`src/hw/led_cfg_pkg.sv`:
```
// Shared constants and types of the LED driver configuration register bank
package led_cfg_pkg;

  // ***************************************************************
  // Sizes
  // ***************************************************************
  localparam int NUM_MODULES = 12;
  localparam int IDX_W       = 4;

  // ***************************************************************
  // Register offsets
  // ***************************************************************
  localparam logic [7:0] ADDR_RUN       = 8'h00;
  localparam logic [7:0] ADDR_OPTS      = 8'h01;
  localparam logic [7:0] ADDR_SEL_LO    = 8'h02;
  localparam logic [7:0] ADDR_SEL_HI    = 8'h03;
  localparam logic [7:0] ADDR_GRP_INT   = 8'h04;
  localparam logic [7:0] ADDR_MIX_A     = 8'h05;
  localparam logic [7:0] ADDR_MIX_B     = 8'h06;
  localparam logic [7:0] ADDR_MIX_C     = 8'h07;
  localparam logic [7:0] ADDR_INT_FIRST = 8'h08;
  localparam logic [7:0] ADDR_INT_LAST  = 8'h13;

  // ***************************************************************
  // Reset values, writable masks and field positions
  // ***************************************************************
  localparam logic [7:0] RST_RUN     = 8'h00;
  localparam logic [7:0] RST_OPTS    = 8'hae;
  localparam logic [7:0] RST_SEL     = 8'h00;
  localparam logic [7:0] RST_GRP_INT = 8'hff;
  localparam logic [7:0] RST_MIX     = 8'h00;
  localparam logic [7:0] RST_INT     = 8'hff;
  localparam logic [7:0] MASK_RUN    = 8'h40;
  localparam logic [7:0] MASK_OPTS   = 8'hb7;
  localparam logic [7:0] OPTS_ONES   = 8'h08;
  localparam logic [7:0] MASK_SEL_HI = 8'h0f;
  localparam int BIT_CHIP_EN = 6;
  localparam int BIT_STAGGER = 7;
  localparam int BIT_LOG     = 5;
  localparam int BIT_PSAVE   = 4;
  localparam int BIT_DITHER  = 2;
  localparam int BIT_HICUR   = 1;
  localparam int BIT_OFF     = 0;

  // ***************************************************************
  // Timing: PWM period at the reference clock rate
  // ***************************************************************
  localparam int CLK_HZ         = 25_000_000;
  localparam int PWM_RATE_HZ    = 30_000;
  localparam int PWM_PERIOD_CYC = CLK_HZ / PWM_RATE_HZ;
  localparam int CNT_W          = 10;

  // Full register image
  typedef struct packed {
    logic [7:0]                  run;
    logic [7:0]                  opts;
    logic [7:0]                  sel_lo;
    logic [7:0]                  sel_hi;
    logic [7:0]                  grp_int;
    logic [7:0]                  mix_a;
    logic [7:0]                  mix_b;
    logic [7:0]                  mix_c;
    logic [NUM_MODULES-1:0][7:0] intens;
  } cfg_t;

  localparam cfg_t CFG_RESET = '{RST_RUN, RST_OPTS, RST_SEL, RST_SEL, RST_GRP_INT,
                                 RST_MIX, RST_MIX, RST_MIX, {NUM_MODULES{RST_INT}}};

endpackage : led_cfg_pkg

```
`src/hw/pwm_period_tick.sv`:
```
// Divider that marks the start of each PWM period with a one-cycle enable
module pwm_period_tick
(
  // Clock and reset
  input  wire logic ref_clk,
  input  wire logic sys_rst,
  // Period enable
  output logic      period_start
);
  import led_cfg_pkg::*;

  typedef struct packed {
    logic [CNT_W-1:0] cnt;
    logic             tick;
  } tick_state_t;

  tick_state_t state_reg;
  tick_state_t state_next;

  // Count one period and pulse on wrap
  always_comb
  begin
    state_next = state_reg;
    state_next.tick = 1'b0;
    if (state_reg.cnt == CNT_W'(PWM_PERIOD_CYC - 1))
    begin
      state_next.cnt  = '0;
      state_next.tick = 1'b1;
    end
    else
    begin
      state_next.cnt = state_reg.cnt + CNT_W'(1);
    end
  end

  // State register
  always_ff @(posedge ref_clk)
  begin
    if (sys_rst)
      state_reg <= '0;
    else
      state_reg <= state_next;
  end

  assign period_start = state_reg.tick;

  AST_TICK_AT_WRAP: assert property (@(posedge ref_clk) disable iff (sys_rst)
    period_start |-> state_reg.cnt == '0 ##1 !period_start)
    else $error("period tick not at counter wrap");

endmodule : pwm_period_tick

```
`src/hw/module_source_select.sv`:
```
// Per-module choice between the module's own intensity and the shared group one
module module_source_select
(
  // Clock and reset
  input  wire logic                                    ref_clk,
  input  wire logic                                    sys_rst,
  // Applied settings
  input  wire logic [led_cfg_pkg::NUM_MODULES-1:0]      group_sel,
  input  wire logic [7:0]                              grp_int,
  input  wire logic [led_cfg_pkg::NUM_MODULES-1:0][7:0] own_int,
  // Intensity handed to each module's PWM
  output logic [led_cfg_pkg::NUM_MODULES-1:0][7:0]      drive_int
);
  import led_cfg_pkg::*;

  typedef struct packed {
    logic [NUM_MODULES-1:0][7:0] drive;
  } sel_state_t;

  sel_state_t state_reg;
  sel_state_t state_next;

  // Bank-mode modules follow the group value, the rest their own
  always_comb
  begin
    state_next = state_reg;
    for (int i = 0; i < NUM_MODULES; i++)
      state_next.drive[i] = group_sel[i] ? grp_int : own_int[i];
  end

  // State register
  always_ff @(posedge ref_clk)
  begin
    if (sys_rst)
      state_reg <= '{drive: {NUM_MODULES{RST_INT}}};
    else
      state_reg <= state_next;
  end

  assign drive_int = state_reg.drive;

  AST_OWN_SOURCE: assert property (@(posedge ref_clk) disable iff (sys_rst)
    !group_sel[0] |=> drive_int[0] == $past(own_int[0]))
    else $error("independent module not on its own intensity");

  AST_GROUP_SOURCE: assert property (@(posedge ref_clk) disable iff (sys_rst)
    group_sel[NUM_MODULES-1] |=> drive_int[NUM_MODULES-1] == $past(grp_int))
    else $error("bank module not on group intensity");

endmodule : module_source_select

```
`src/hw/led_config_regs.sv`:
```
// Configuration register bank of a 36-channel RGB LED driver
module led_config_regs
(
  // Clock and reset
  input  wire logic                                    ref_clk,
  input  wire logic                                    sys_rst,
  // Register access from the serial control interface
  input  wire logic                                    reg_wr_en,
  input  wire logic                                    reg_rd_en,
  input  wire logic [7:0]                              reg_addr,
  input  wire logic [7:0]                              reg_wr_data,
  output logic [7:0]                                   reg_rd_data,
  output logic                                         reg_rd_valid,
  // Device controls
  output logic                                         chip_enable,
  output logic                                         all_outputs_off,
  output logic                                         phase_stagger_en,
  output logic                                         log_scale_en,
  output logic                                         power_save_en,
  output logic                                         dither_en,
  output logic                                         high_current_sel,
  // Colour and intensity settings
  output logic [led_cfg_pkg::NUM_MODULES-1:0]           module_group_select,
  output logic [7:0]                                   group_a_mix,
  output logic [7:0]                                   group_b_mix,
  output logic [7:0]                                   group_c_mix,
  output logic [led_cfg_pkg::NUM_MODULES-1:0][7:0]      module_drive_intensity,
  // PWM period marker
  output logic                                         period_start
);
  import led_cfg_pkg::*;

  // ***************************************************************
  // State
  // ***************************************************************

  // Live copy is what the host sees; applied copy feeds the datapath
  typedef struct packed {
    cfg_t       live;
    cfg_t       act;
    logic [7:0] rd_data;
    logic       rd_valid;
  } regs_state_t;

  regs_state_t state_reg;
  regs_state_t state_next;
  logic        tick;

  // ***************************************************************
  // Decode helpers
  // ***************************************************************

  // True for any offset of the bank
  function automatic logic addr_mapped(input logic [7:0] a);
    addr_mapped = (a <= ADDR_INT_LAST);
  endfunction : addr_mapped

  // Per-module intensity index for offsets 0x08..0x13
  function automatic logic [IDX_W-1:0] int_index(input logic [7:0] a);
    logic [7:0] d;
    d = a - ADDR_INT_FIRST;
    int_index = d[IDX_W-1:0];
  endfunction : int_index

  // Read view of one register; reserved bits as fixed values
  function automatic logic [7:0] read_word(input cfg_t c, input logic [7:0] a);
    logic [7:0] w;
    w = 8'h00;
    case (a)
      ADDR_RUN:     w = c.run & MASK_RUN;
      ADDR_OPTS:    w = (c.opts & MASK_OPTS) | OPTS_ONES;
      ADDR_SEL_LO:  w = c.sel_lo;
      ADDR_SEL_HI:  w = c.sel_hi & MASK_SEL_HI;
      ADDR_GRP_INT: w = c.grp_int;
      ADDR_MIX_A:   w = c.mix_a;
      ADDR_MIX_B:   w = c.mix_b;
      ADDR_MIX_C:   w = c.mix_c;
      default:
      begin
        if (a >= ADDR_INT_FIRST && a <= ADDR_INT_LAST)
          w = c.intens[int_index(a)];
      end
    endcase
    read_word = w;
  endfunction : read_word

  // Store one byte; reserved positions keep their fixed value
  function automatic cfg_t write_word(input cfg_t c, input logic [7:0] a,
                                      input logic [7:0] d);
    cfg_t n;
    n = c;
    case (a)
      ADDR_RUN:     n.run     = d & MASK_RUN;
      ADDR_OPTS:    n.opts    = (d & MASK_OPTS) | OPTS_ONES;
      ADDR_SEL_LO:  n.sel_lo  = d;
      ADDR_SEL_HI:  n.sel_hi  = d & MASK_SEL_HI;
      ADDR_GRP_INT: n.grp_int = d;
      ADDR_MIX_A:   n.mix_a   = d;
      ADDR_MIX_B:   n.mix_b   = d;
      ADDR_MIX_C:   n.mix_c   = d;
      default:
      begin
        if (a >= ADDR_INT_FIRST && a <= ADDR_INT_LAST)
          n.intens[int_index(a)] = d;
      end
    endcase
    write_word = n;
  endfunction : write_word

  // ***************************************************************
  // Register access and apply
  // ***************************************************************

  // A read in the same cycle as a write to the same offset sees the old value
  always_comb
  begin
    state_next          = state_reg;
    state_next.rd_valid = reg_rd_en;
    if (reg_rd_en)
      state_next.rd_data = addr_mapped(reg_addr) ? read_word(state_reg.live, reg_addr) : 8'h00;
    if (reg_wr_en && addr_mapped(reg_addr))
      state_next.live = write_word(state_reg.live, reg_addr, reg_wr_data);
    // Applying only at a period boundary avoids a torn PWM cycle
    if (tick)
      state_next.act = state_reg.live;
  end

  // State register
  always_ff @(posedge ref_clk)
  begin
    if (sys_rst)
    begin
      state_reg.live     <= CFG_RESET;
      state_reg.act      <= CFG_RESET;
      state_reg.rd_data  <= 8'h00;
      state_reg.rd_valid <= 1'b0;
    end
    else
    begin
      state_reg <= state_next;
    end
  end

  // ***************************************************************
  // Submodules
  // ***************************************************************

  // PWM period marker
  pwm_period_tick u_tick
  (
    .ref_clk      (ref_clk),
    .sys_rst      (sys_rst),
    .period_start (tick)
  );

  // Per-module intensity source
  module_source_select u_select
  (
    .ref_clk   (ref_clk),
    .sys_rst   (sys_rst),
    .group_sel (module_group_select),
    .grp_int   (state_reg.act.grp_int),
    .own_int   (state_reg.act.intens),
    .drive_int (module_drive_intensity)
  );

  // ***************************************************************
  // Outputs
  // ***************************************************************

  // Register read answer
  assign reg_rd_data  = state_reg.rd_data;
  assign reg_rd_valid = state_reg.rd_valid;
  assign period_start = tick;

  // Device controls straight from the applied copy
  assign chip_enable      = state_reg.act.run[BIT_CHIP_EN];
  assign all_outputs_off  = state_reg.act.opts[BIT_OFF];
  assign high_current_sel = state_reg.act.opts[BIT_HICUR];
  assign power_save_en    = state_reg.act.opts[BIT_PSAVE];
  assign phase_stagger_en = state_reg.act.opts[BIT_STAGGER];
  assign log_scale_en     = state_reg.act.opts[BIT_LOG];
  assign dither_en        = state_reg.act.opts[BIT_DITHER];

  // Group selection and mixes; the mix byte is a linear fraction of full scale
  assign module_group_select = {state_reg.act.sel_hi[3:0], state_reg.act.sel_lo};
  assign group_a_mix         = state_reg.act.mix_a;
  assign group_b_mix         = state_reg.act.mix_b;
  assign group_c_mix         = state_reg.act.mix_c;

  // ***************************************************************
  // Checks
  // ***************************************************************

  AST_RESET_IMAGE: assert property (@(posedge ref_clk)
    $past(sys_rst) |-> state_reg.live == CFG_RESET && state_reg.act == CFG_RESET)
    else $error("register image not at defaults after reset");

  AST_RESET_OUTPUTS: assert property (@(posedge ref_clk)
    $past(sys_rst) |-> !chip_enable && phase_stagger_en && log_scale_en
      && dither_en && high_current_sel && !power_save_en && !all_outputs_off)
    else $error("control outputs not at defaults after reset");

  AST_RESET_INTENSITY: assert property (@(posedge ref_clk)
    $past(sys_rst) |-> state_reg.live.intens[NUM_MODULES-1] == RST_INT
      && state_reg.live.grp_int == RST_GRP_INT)
    else $error("intensity not at full scale after reset");

  AST_WRITE_READBACK: assert property (@(posedge ref_clk) disable iff (sys_rst)
    (reg_wr_en && !reg_rd_en && reg_addr == ADDR_GRP_INT)
    ##1 (reg_rd_en && !reg_wr_en && reg_addr == ADDR_GRP_INT)
    |=> reg_rd_valid && reg_rd_data == $past(reg_wr_data, 2))
    else $error("group intensity did not read back as written");

  AST_RUN_RESERVED: assert property (@(posedge ref_clk) disable iff (sys_rst)
    (reg_rd_en && reg_addr == ADDR_RUN) |=> (reg_rd_data & ~MASK_RUN) == 8'h00)
    else $error("reserved run-control bits not zero");

  AST_OPTS_FIXED: assert property (@(posedge ref_clk) disable iff (sys_rst)
    (reg_rd_en && reg_addr == ADDR_OPTS) |=> reg_rd_data[3] && !reg_rd_data[6])
    else $error("options reserved bits read wrong");

  AST_SEL_HI_RESERVED: assert property (@(posedge ref_clk) disable iff (sys_rst)
    (reg_rd_en && reg_addr == ADDR_SEL_HI) |=> reg_rd_data[7:4] == 4'h0)
    else $error("upper select bits not zero");

  AST_UNMAPPED_ZERO: assert property (@(posedge ref_clk) disable iff (sys_rst)
    (reg_rd_en && reg_addr > ADDR_INT_LAST) |=> reg_rd_valid && reg_rd_data == 8'h00)
    else $error("unmapped read not zero");

  AST_OFF_APPLIED: assert property (@(posedge ref_clk) disable iff (sys_rst)
    tick |=> all_outputs_off == $past(state_reg.live.opts[BIT_OFF]))
    else $error("output-off not applied at period start");

  AST_OPTIONS_APPLIED: assert property (@(posedge ref_clk) disable iff (sys_rst)
    tick |=> {phase_stagger_en, log_scale_en, dither_en} ==
      $past({state_reg.live.opts[BIT_STAGGER], state_reg.live.opts[BIT_LOG],
             state_reg.live.opts[BIT_DITHER]}))
    else $error("option enables not applied at period start");

  AST_HOLD_MID_PERIOD: assert property (@(posedge ref_clk) disable iff (sys_rst)
    !tick |=> $stable(high_current_sel) && $stable(power_save_en)
      && $stable(chip_enable) && $stable(module_group_select))
    else $error("setting changed inside a PWM period");

  // Read port: valid for one cycle, data held from one read to the next
  AST_RD_VALID_SET: assert property (@(posedge ref_clk) disable iff (sys_rst)
    reg_rd_en |=> reg_rd_valid)
    else $error("read answer missing");

  AST_RD_VALID_PULSE: assert property (@(posedge ref_clk) disable iff (sys_rst)
    !reg_rd_en |=> !reg_rd_valid)
    else $error("read valid longer than one cycle");

  AST_RD_DATA_HOLD: assert property (@(posedge ref_clk) disable iff (sys_rst)
    !reg_rd_en |=> $stable(reg_rd_data))
    else $error("read data changed without a read");

  AST_GRP_INT_READ: assert property (@(posedge ref_clk) disable iff (sys_rst)
    (reg_rd_en && reg_addr == ADDR_GRP_INT) |=> reg_rd_data == $past(state_reg.live.grp_int))
    else $error("group intensity read wrong");

  AST_INT_READ: assert property (@(posedge ref_clk) disable iff (sys_rst)
    (reg_rd_en && reg_addr == ADDR_INT_FIRST) |=> reg_rd_data == $past(state_reg.live.intens[0]))
    else $error("first module intensity read wrong");

  // A write lands only in the addressed register, reserved bits fixed
  AST_NO_WRITE_HOLD: assert property (@(posedge ref_clk) disable iff (sys_rst)
    !reg_wr_en |=> $stable(state_reg.live))
    else $error("register changed without a write");

  AST_UNMAPPED_WRITE: assert property (@(posedge ref_clk) disable iff (sys_rst)
    (reg_wr_en && reg_addr > ADDR_INT_LAST) |=> $stable(state_reg.live))
    else $error("write beyond the map changed a register");

  AST_RUN_WRITE: assert property (@(posedge ref_clk) disable iff (sys_rst)
    (reg_wr_en && reg_addr == ADDR_RUN) |=> state_reg.live.run == ($past(reg_wr_data) & MASK_RUN))
    else $error("run-control write wrong");

  AST_OPTS_WRITE: assert property (@(posedge ref_clk) disable iff (sys_rst)
    (reg_wr_en && reg_addr == ADDR_OPTS) |=> state_reg.live.opts == (($past(reg_wr_data) & MASK_OPTS) | OPTS_ONES))
    else $error("options write wrong");

  AST_SEL_LO_WRITE: assert property (@(posedge ref_clk) disable iff (sys_rst)
    (reg_wr_en && reg_addr == ADDR_SEL_LO) |=> state_reg.live.sel_lo == $past(reg_wr_data))
    else $error("low select write wrong");

  AST_SEL_HI_WRITE: assert property (@(posedge ref_clk) disable iff (sys_rst)
    (reg_wr_en && reg_addr == ADDR_SEL_HI) |=> state_reg.live.sel_hi == {4'h0, $past(reg_wr_data[3:0])})
    else $error("high select write wrong");

  AST_GRP_INT_WRITE: assert property (@(posedge ref_clk) disable iff (sys_rst)
    (reg_wr_en && reg_addr == ADDR_GRP_INT) |=> state_reg.live.grp_int == $past(reg_wr_data))
    else $error("group intensity write wrong");

  AST_MIX_A_WRITE: assert property (@(posedge ref_clk) disable iff (sys_rst)
    (reg_wr_en && reg_addr == ADDR_MIX_A) |=> state_reg.live.mix_a == $past(reg_wr_data))
    else $error("first mix write wrong");

  AST_MIX_B_WRITE: assert property (@(posedge ref_clk) disable iff (sys_rst)
    (reg_wr_en && reg_addr == ADDR_MIX_B) |=> state_reg.live.mix_b == $past(reg_wr_data))
    else $error("second mix write wrong");

  AST_MIX_C_WRITE: assert property (@(posedge ref_clk) disable iff (sys_rst)
    (reg_wr_en && reg_addr == ADDR_MIX_C) |=> state_reg.live.mix_c == $past(reg_wr_data))
    else $error("third mix write wrong");

  AST_INT_LAST_WRITE: assert property (@(posedge ref_clk) disable iff (sys_rst)
    (reg_wr_en && reg_addr == ADDR_INT_LAST) |=> state_reg.live.intens[NUM_MODULES-1] == $past(reg_wr_data))
    else $error("last module intensity write wrong");

  // Every remaining control is copied at the period boundary
  AST_RUN_APPLIED: assert property (@(posedge ref_clk) disable iff (sys_rst)
    tick |=> chip_enable == $past(state_reg.live.run[BIT_CHIP_EN]))
    else $error("chip enable not applied at period start");

  AST_HICUR_APPLIED: assert property (@(posedge ref_clk) disable iff (sys_rst)
    tick |=> high_current_sel == $past(state_reg.live.opts[BIT_HICUR]))
    else $error("current option not applied at period start");

  AST_PSAVE_APPLIED: assert property (@(posedge ref_clk) disable iff (sys_rst)
    tick |=> power_save_en == $past(state_reg.live.opts[BIT_PSAVE]))
    else $error("power save not applied at period start");

  AST_SEL_APPLIED: assert property (@(posedge ref_clk) disable iff (sys_rst)
    tick |=> module_group_select == $past({state_reg.live.sel_hi[3:0], state_reg.live.sel_lo}))
    else $error("group selects not applied at period start");

  AST_MIX_APPLIED: assert property (@(posedge ref_clk) disable iff (sys_rst)
    tick |=> {group_a_mix, group_b_mix, group_c_mix} ==
      $past({state_reg.live.mix_a, state_reg.live.mix_b, state_reg.live.mix_c}))
    else $error("group mixes not applied at period start");

endmodule : led_config_regs

```
`config.mk`:
```
export PLATFORM = sky130hd
export DESIGN_NAME = led_config_regs
export DESIGN_NICKNAME = d
export VERILOG_FILES = /design/src/hw/led_cfg_pkg.sv /design/src/hw/pwm_period_tick.sv /design/src/hw/module_source_select.sv /design/src/hw/led_config_regs.sv
export SDC_FILE = /design/constraint.sdc
export NUM_CORES = 1
export LEC_CHECK = 0
export BUFFER_PORTS_ARGS = -buffer_cell sky130_fd_sc_hd__buf_4
export CAP_MARGIN = 20
export CORE_ASPECT_RATIO = 0.9
export CORE_MARGIN = 2
export CORE_UTILIZATION = 40
export CTS_CLUSTER_SIZE = 28
export DETAILED_ROUTE_END_ITERATION = 10
export PLACE_DENSITY_LB_ADDON = 0.12
export SYNTH_ARGS = -nofsm -noshare
export SYNTH_HDL_FRONTEND = slang
export SYNTH_SLANG_ARGS = --single-unit
```
`constraint.sdc`:
```
create_clock -name ref_clk -period 1.55 [get_ports ref_clk]
set_input_delay 0 -clock ref_clk [delete_from_list [all_inputs] [get_ports ref_clk]]
set_output_delay 0 -clock ref_clk [all_outputs]
set_load 0.005 [all_outputs]
```
## Yosys cells after proc, flatten, opt, wreduce, memory -nomap -nowiden

Cells that the tools add are included.

- Register bits after elaboration: 410
- Bits in writable memories: 0
- Input port bits: 20
- Latch bits: 0
- Memories: 0
- ROM bits: 0
- Word-level logic and storage cells: 107

- Reductions and logical operators: 15
- Multiply operators: 0
- Multiplexer cells: 21
- Divide/modulo/power cells: 0
- Shift-type cells: 0
- Bitwise logic cells: 1
- Add/sub/neg operators: 2
- Magnitude comparators: 4
- Eq/ne operators: 8

Operators with widths:

| operator | count |
|---|---|
| $mux 8 | 16 |
| $bwmux 96 | 1 |
| $pmux 8 s8 | 1 |
| $bmux 8 s4 | 1 |
| $demux 8 s4 | 1 |
| $eq 8x3->1 const B | 4 |
| $eq 8x2->1 const B | 2 |
| $reduce_and 2->1 | 8 |
| $add 10x1->10 const B | 1 |
| $eq 10x10->1 const B | 1 |
| $eq 8x1->1 const B | 1 |
| $ge 8x4->1 const B | 1 |
| $le 8x5->1 const B | 1 |
| $logic_not 8->1 | 1 |
| $reduce_or 8->1 | 1 |
| $lt 4x5->1 const B | 1 |
| $ge 4x1->1 const B | 1 |
| $sub 4x4->4 const B | 1 |
| $logic_and 1x1->1 | 3 |
| $reduce_and 3->1 | 1 |
| $reduce_or 2->1 | 1 |
| $mux 1 | 1 |
| $not 1->1 | 1 |

## Depth between registers and ports, before layout

Gate-level depths: netlist (run 1).

- Depth after elaboration: 6
- Gate-level depth with buffers: 8
- Depth with buffers taken out: 6

## By module

A second synthesis (run 1) with hierarchy kept.

- Cell total of the unflattened synthesis: 1,648
- Area, all modules: 16,440.8 um^2

Modules (own cells, without submodules):

| module | area each (um^2) | cells an instance | times used |
|---|---|---|---|
| led_config_regs | 12,401.9 | 1,275 | 1 |
| module_source_select | 3,553.4 | 319 | 1 |
| pwm_period_tick | 485.5 | 54 | 1 |

## Least setup slack after synthesis (run 1)

Ideal clock, no wire load.

- Path type: flip-flop to flip-flop
- Start: reg u_tick.state_reg (netlist bit u_tick.period_start)
- End: reg state_reg (netlist bit group_a_mix[0])
- Stages on the path, launching flop included: 6
- Arrival time: 1,629 ps
- Clock period less this slack: 1,756 ps
- Buffers on the path: 3
- Data required time: 1,422 ps
- Slack: -206 ps
- Path through: dfxtp_1 -> clkbuf_1 -> clkbuf_1 -> buf_1 -> mux2i_1 -> nor2_1

RTL lines:

| what | RTL line | text |
|---|---|---|
| start, declared | pwm_period_tick.sv:17 | `tick_state_t state_reg;` |
| start signal, assigned | pwm_period_tick.sv:42 | `state_reg <= state_next;` |
| end signal, assigned | led_config_regs.sv:140 | `state_reg <= state_next;` |
| end, declared | led_config_regs.sv:45 | `regs_state_t state_reg;` |

## Worst setup path after layout (run 1)

- Start: in reg_addr[2]
- End: reg state_reg (netlist bit reg_rd_data[6])

- Word-level cells in the longest chain between the ends: 6
- Elaborated cells on any way between the ends: 17
- Classes of those cells: add/sub (1); order compare (2); eq/ne (7); mux (5); reduce/logical (2)

Ends and longest elaborated chain:

| what | RTL line | text |
|---|---|---|
| start, declared | led_config_regs.sv:10 | `input wire logic [7:0] reg_addr,` |
| $sub 4x4->4 | led_config_regs.sv:61 | `d = a - ADDR_INT_FIRST;` |
| $bmux 8 s4 | led_config_regs.sv:81 | `w = c.intens[int_index(a)];` |
| $mux 8 (implied by the code) | led_config_regs.sv:81 |  |
| $mux 8 | led_config_regs.sv:80 | `if (a >= ADDR_INT_FIRST && a <= ADDR_INT_LAST)` |
| $pmux 8 s8 | led_config_regs.sv:69 | `case (a)` |
| $mux 8 (*) | led_config_regs.sv:120 | `state_next.rd_data = addr_mapped(reg_addr) ? read_word(state_reg.live, reg_addr) : 8'h00;` |

Every way passes the cells marked *; elsewhere a longest branch is shown, timed or not. The select of a mux whose other input is x is not followed.
A chain may end at the register's enable or synchronous reset.

==> qor.yml, run 1 <==
num_io_pins: 169
largest_register_ffs: 251
syn_nets: 1697
postCtsSetupBuffers: 0
cts.sinks: 410
area_growth_pct: 24.0
setup.worst_path.end_class: "register"
worst_path_largest_cell_delay_ps: 570
fin_area_sq_mm: 0.0207
maxSlewViolCount: 0
clk_latency_ps: 570
worstSetupPathType: "input port to register"
grt_max_degree: 77
wl_per_cell_um: 21.5
cts_root_buffer: "clkbuf_16"
synthCells: 1675
met2_length_um: 23200
drt_iter0_drc: 1008
start_kind: "input port"
met1Wirelength_um: 24700
post-route-period-util_pct: 98.6
wirelength_um: 52300
dp_hpwl_um: 36100
htree_levels: 2
yosysWarnings: 0
async_flop_share_pct: 0
avgSynthCellArea_sq_um: 9.97
peakVddDrop_mv: 0.652
relSlewSlack_pct: 58.1
rr_worst_depth: 4
min_path_type: "input port to register"
cp_cell_sequence: "dlygate4sd3_1, buf_4, nor2b_2, a2bb2oi_2, o22ai_1, or4_1, a32o_1"
start_util_pct: 40.3
track_usage_pct: 23.8
yosys_most_used_dff: "dfxtp_1"
worstPathArrival_ps: 1990
routed.top_layer: "met4"
antennaDiodeCount: 0
dr_wl_met3_um: 3060
synth_cell_types: 54
whs_ps: 116
yosys.area.top_type_share_pct: 49.1
period_minus_slack_ps: 1530
cp_slowest_cell: "dlygate4sd3_1"
nNetsFinal: 1874
drtAntennaViolNets: 0
outcome: "finished clean"
firstDrtPassIters: 5
synth_common_cells: "410 x dfxtp_1, 284 x a211o_1, 251 x nor2b_1"
clock_path_buffers: 3
rrSetupSlack_ps: 30
numCtsBuffers: 44
crit_required_ps: 2010
power_leakage_nw: 7.70
cap_violations: 0
grt_pass1_vias: 12500
fmax_mhz: 654
tightest_slew_ps: 626
die_height_um: 198
register_area_sq_mm: 0.00823
fin_worst_skew_ps: 18.7
grt-ovfl-total: 0
drc: 0
hold_depth: 4
r2r_end: "reg_rd_data[0]$_SDFFE_PP0P_"
cts_tree: "done"
cp_max_fo: 9
grt_pass1_wl_um: 77600
vias: 13300
via_per_inst: 5.47
finalNonFillerCells: 2429
ys_ff_latch: 410
place_congestion: 0.899
final_hold_viol_count: 0
dpl_cell_area_sq_mm: 0.0191
die_w_um: 219
clk_pin_slew_ps: 70
die-area_sq_mm: 0.0434
nFillCells: 3887
synth-edff-count: 0
setup_tns_ps: 0
syn_area_sq_mm: 0.0167
std_cell_rows: 71
core_sq_mm: 0.0415
power_density_mw_per_mm2: 1060
synth_most_common_cell: "dfxtp_1"
r2r_start: "state_reg[225]$_SDFFE_PP1P_"
finalSetupViolCount: 0
antenna_found_initial: 0
port_buffers: 168
ys_seq_area_share_pct: 49.1
dpl.cell_count: 2341
multi_input_area_sq_mm: 0.00760
min-delay-start: "reg_addr[6]"
drive_above_1_share_pct: 23.6
holdPathEnd: "reg_rd_data[6]$_SDFFE_PP0P_"
yosysTopAreaCell: "dfxtp_1"
synth_area_leaders: "dfxtp_1 49%, a211o_1 15%, nor2b_1 9.4%, mux2i_1 3.1%, mux4_2 3.0%"
worst max-delay path, delay by kind of cell:
family,cells,cell delay [ps]
compound gates,3,550
simple gates,2,690
buf+inv,2,760
per-stage QoR:
step	worst slack (ps)	total power, W	utilization [%]
detailed placement	-216	0.0116	46.0
global placement	-163	0.0116	46.0
finish	21.0	0.0219	49.9
floorplan	-10.1	0.0113	-
CTS	0.348	0.0221	49.8
global route	-4.78	0.0227	49.9
logic make-up after synthesis:
kind of cell / share of synthesized area, %
flops: 49.1
mux: 6.43
compound gates: 18.4
fa+ha+maj: 0.150
buf+inv: 5.76
xor+xnor: 0.419
simple gates: 19.7
worst max-delay path by stage:
stage	from	cells after the start	slack (ps)	end
6_report	reg_addr[2]	7	20	reg_rd_data[6]$_SDFFE_PP0P_
2_1_floorplan	reg_addr[5]	6	-10	state_reg[201]$_SDFFE_PP1P_
3_3_place_gp	reg_addr[0]	6	-160	reg_rd_data[0]$_SDFFE_PP0P_
3_5_place_dp	reg_addr[0]	6	-220	reg_rd_data[2]$_SDFFE_PP0P_
5_1_grt	state_reg[206]$_SDFFE_PP1P_	5	-5	reg_rd_data[5]$_SDFFE_PP0P_
4_1_cts	state_reg[182]$_SDFFE_PP1P_	3	0.3	reg_rd_data[5]$_SDFFE_PP0P_
routing by layer:
metal  up-vias  GRT usage (%)
met5         -              0
met4         0           7.13
met3        80           4.38
met2       410           36.4
met1      6521           34.1
li1       6278              -
layout by cell type (no fill, tap or decap), types with 6 or more instances in the layout:
cell type and instances:
dlygate4sd3_1 12, buf_12 20, buf_4 291, clkbuf_1 10, nor2_1 62, nand2_1 118
mux2_2 6, dfxtp_2 16, a211o_1 284, mux2i_1 51, a21oi_1 47, a32o_1 7
nor3_1 11, o21ai_0 7, and3_1 42, nor2b_1 250, clkbuf_8 12, clkbuf_16 45
nand3_1 56, inv_1 6, dfxtp_1 393, mux4_2 22, nand3b_1 28
what timing repair did:
| action | CTS | global route |
|---|---|---|
| resized for setup | 4 | 22 |
| endpoints found under the setup margin | 4 | 13 |
| endpoints found under the hold margin | 140 | 0 |
| hold buffers | 12 | 0 |
| pin swaps | 0 | 2 |
cell type report:
cell class / instances / share of cell area (%)
flip-flops and latches: 410 / 39.7
multi-input cells: 1064 / 36.7
repair buffers: 326 / 13.2
clock buffers: 67 / 6.42
well taps: 547 / 3.30
clock inverters: 9 / 0.489
inverters: 6 / 0.109
power by group:
part	internal [W]	total, W	switching (W)
Clock	0.00621	0.0105	0.00425
Sequential	0.0106	0.0106	0.0000237
Combinational	0.000295	0.000860	0.000565
Total	0.0171	0.0219	0.00484
Power figures use the tool's default switching activity.
==> run 2: changes to the inputs <==
--- a/config.mk
+++ b/config.mk
@@ -12,7 +12,6 @@
 export CORE_UTILIZATION = 40
 export CTS_CLUSTER_SIZE = 28
 export DETAILED_ROUTE_END_ITERATION = 10
-export PLACE_DENSITY_LB_ADDON = 0.12
 export SYNTH_ARGS = -nofsm -noshare
 export SYNTH_HDL_FRONTEND = slang
 export SYNTH_SLANG_ARGS = --single-unit
==> run 2 against run 1 <==
Effect of this change: global-route usage increased by 0.054 points; routed wire length grew 0.47%; first-iteration DRC count grew 13%; largest cell class unchanged; largest power group is now clock.
==> qor.yml, run 2 (synthesis gave the netlist of run 1 again) <==
crit_required_ps: 2010  # about the same
dp_hpwl_um: 36300  # +0.65%
clk_pin_slew_ps: 60  # about the same
port_buffers: 168  # unchanged
p_sw_share_pct: 22.3  # +0.17 points
largest_register_ffs: 251  # unchanged
clk_latency_ps: 580  # about the same
nFillCells: 3837  # -1.3%
wirelength_um: 52600  # +0.47%
rrSetupSlack_ps: 10  # -20 ps
antennaDiodeCount: 0  # unchanged
tightest_slew_ps: 668  # +41.7 ps
vias: 13300  # -0.045%
p_int_w: 0.0174  # +2.1%
combPwrFrac_pct: 3.9  # about the same
antenna_found_initial: 1  # +1
die-area_sq_mm: 0.0434  # unchanged
drive_above_1_share_pct: 24.4  # +0.71 points
cap_violations: 0  # unchanged
wl_per_cell_um: 21.5  # about the same
worstSetupPathType: "register to register"
dpl.cell_count: 2344  # +0.13%
relSlewSlack_pct: 55.3  # -2.8 points
grt_pass1_vias: 12500  # -0.072%
power_frac_seq_pct: 47.2  # -1.1 points
finalNonFillerCells: 2440  # +0.45%
worst_path_largest_cell_delay_ps: 500  # -70 ps
drc: 0  # unchanged
fin_area_sq_mm: 0.0207  # about the same
finalSetupViolCount: 0  # unchanged
cts.sinks: 410  # unchanged
holdPathEnd: "reg_rd_data[6]$_SDFFE_PP0P_"
cts_tree: "done"
clock_path_buffers: 3  # unchanged
nNetsFinal: 1881  # +0.37%
start_kind: "register"
via_per_inst: 5.44  # -0.50%
rr_worst_depth: 5  # +1
final_common_cell: "dfxtp_1"
r2r_start: "state_reg[311]$_SDFFE_PP0P_"
peakVddDrop_mv: 0.716  # +10%
start_util_pct: 40.3  # unchanged
grt_max_degree: 101  # +31%
die_height_um: 198  # unchanged
r2r_end: "reg_rd_data[6]$_SDFFE_PP0P_"
track_usage_pct: 23.9  # +0.054 points
min-delay-start: "reg_addr[4]"
whs_ps: 81.9  # -34.0 ps
firstDrtPassIters: 6  # +1
power_leakage_nw: 7.74  # +0.51%
power_density_mw_per_mm2: 1080  # +2.3%
std_cell_rows: 71  # unchanged
min_path_type: "input port to register"
path_buf_inv: 0  # -2
maxSlewViolCount: 0  # unchanged
num_io_pins: 169  # unchanged
rsz0062_at_grt: "yes"
cts_root_buffer: "clkbuf_16"
period_minus_slack_ps: 1540  # +6.15 ps
mostFrequentLayoutCells: "392 x dfxtp_1, 309 x buf_4, 284 x a211o_1, 251 x nor2b_1, 117 x nand2_1"
numCtsBuffers: 45  # +2.3%
final_hold_viol_count: 0  # unchanged
htree_levels: 2  # unchanged
setup_tns_ps: 0  # unchanged
drt_iter0_drc: 1136  # +13%
post-route-period-util_pct: 99.0  # +0.40 points
cp_max_fo: 2  # -7
fin_worst_skew_ps: 23.9  # +5.23 ps
pwr-share-clk_pct: 48.9  # +1.1 points
core_sq_mm: 0.0415  # unchanged
cp_top_family: "simple AND/OR/NAND/NOR gates"
grt_pass1_wl_um: 77800  # +0.22%
worstPathArrival_ps: 1990  # about the same
drtAntennaViolNets: 0  # unchanged
fmax_mhz: 651  # -0.40%
setup.worst_path.end_class: "register"
cp_cell_sequence: "nand2_2, a2bb2oi_2, o22ai_1, or4_1, a32o_1"
grt-ovfl-total: 0  # unchanged
dpl_cell_area_sq_mm: 0.0190  # -0.54%
finalPower_w: 0.0224  # +2.3%
place_congestion: 0.907  # +0.95%
die_w_um: 219  # unchanged
area_growth_pct: 24.0  # about the same
cp_slowest_cell: "or4_1"
hold_depth: 4  # unchanged
outcome: "finished clean"
power.net_switching_w: 0.00499  # +3.1%
run 2: cell types whose count changed in the layout (fill, tap and decap cells not counted), moves of 2 or more:
| cell | before | now |
|---|---|---|
| clkbuf_1 | 10 | 7 |
| clkbuf_8 | 12 | 15 |
| inv_6 | 0 | 4 |
| buf_12 | 20 | 10 |
| buf_6 | 2 | 0 |
| a2bb2oi_1 | 0 | 2 |
| buf_4 | 291 | 309 |
| a2bb2oi_2 | 3 | 1 |
run 2: tightest hold or removal path: cells and delay by family:
kind	cells	cell delay, ps
buffers and inverters	1	100
AO/OA/AOI/OAI	1	150
AND/OR/NAND/NOR	2	350
run 2: power groups by stage:
| stage | sequential [W] | clock [W] | combinational [W] |
|---|---|---|---|
| final | 0.0106 | 0.0110 | 0.000863 |
| after CTS | 0.0106 | 0.0111 | 0.000848 |
| after detailed placement | 0.0108 | 0 | 0.000818 |
| after global placement | 0.0108 | 0 | 0.000817 |
| after floorplan | 0.0108 | 0 | 0.000461 |
| after global routing | 0.0106 | 0.0115 | 0.000913 |
run 2: per-stage QoR:
stage / setup slack (ps) / utilization [%]
floorplan: -10.1 / -
global placement: -287 / 45.8
detailed placement: -289 / 45.8
CTS: 0.446 / 49.8
global route: -1.84 / 49.9
finish: 14.8 / 49.9
run 2: repair_timing:
action | CTS | global route
endpoints found under the hold margin | 153 | 0
hold buffers | 12 | 0
pin swaps | 1 | 3
buffers inserted | 3 | 0
gates resized for setup | 4 | 22
setup endpoints to repair | 4 | 34
run 2: how the worst max path moves through the flow:
stage,start,end,slack [ps],cells past startpoint
floorplan,reg_addr[5],state_reg[201]$_SDFFE_PP1P_,-10,6
global placement,reg_addr[0],reg_rd_data[0]$_SDFFE_PP0P_,-290,6
detailed placement,reg_addr[0],reg_rd_data[6]$_SDFFE_PP0P_,-290,5
CTS,state_reg[311]$_SDFFE_PP0P_,reg_rd_data[6]$_SDFFE_PP0P_,0.4,5
global route,state_reg[311]$_SDFFE_PP0P_,reg_rd_data[6]$_SDFFE_PP0P_,-2,5
finish,state_reg[311]$_SDFFE_PP0P_,reg_rd_data[6]$_SDFFE_PP0P_,10,5
run 2: final cells by class:
class	instances	area, sq um	share of cell area [%]
sequential	410	8230	39.7
multi-input combinational	1064	7600	36.7
timing repair buffer	332	2660	12.8
clock buffer	67	1360	6.56
tap	547	684	3.30
clock inverter	14	163	0.785
inverter	6	22.5	0.109
run 2: routing by layer:
metal	part of all wire (%)	routed length [um]	up-vias	track usage [%]
met5	0.025	13	-	0
met4	2.6	1370	2	7.81
met3	6.8	3600	92	4.02
met2	43	22600	463	35.3
met1	47	24900	6453	35.0
li1	-	-	6273	-
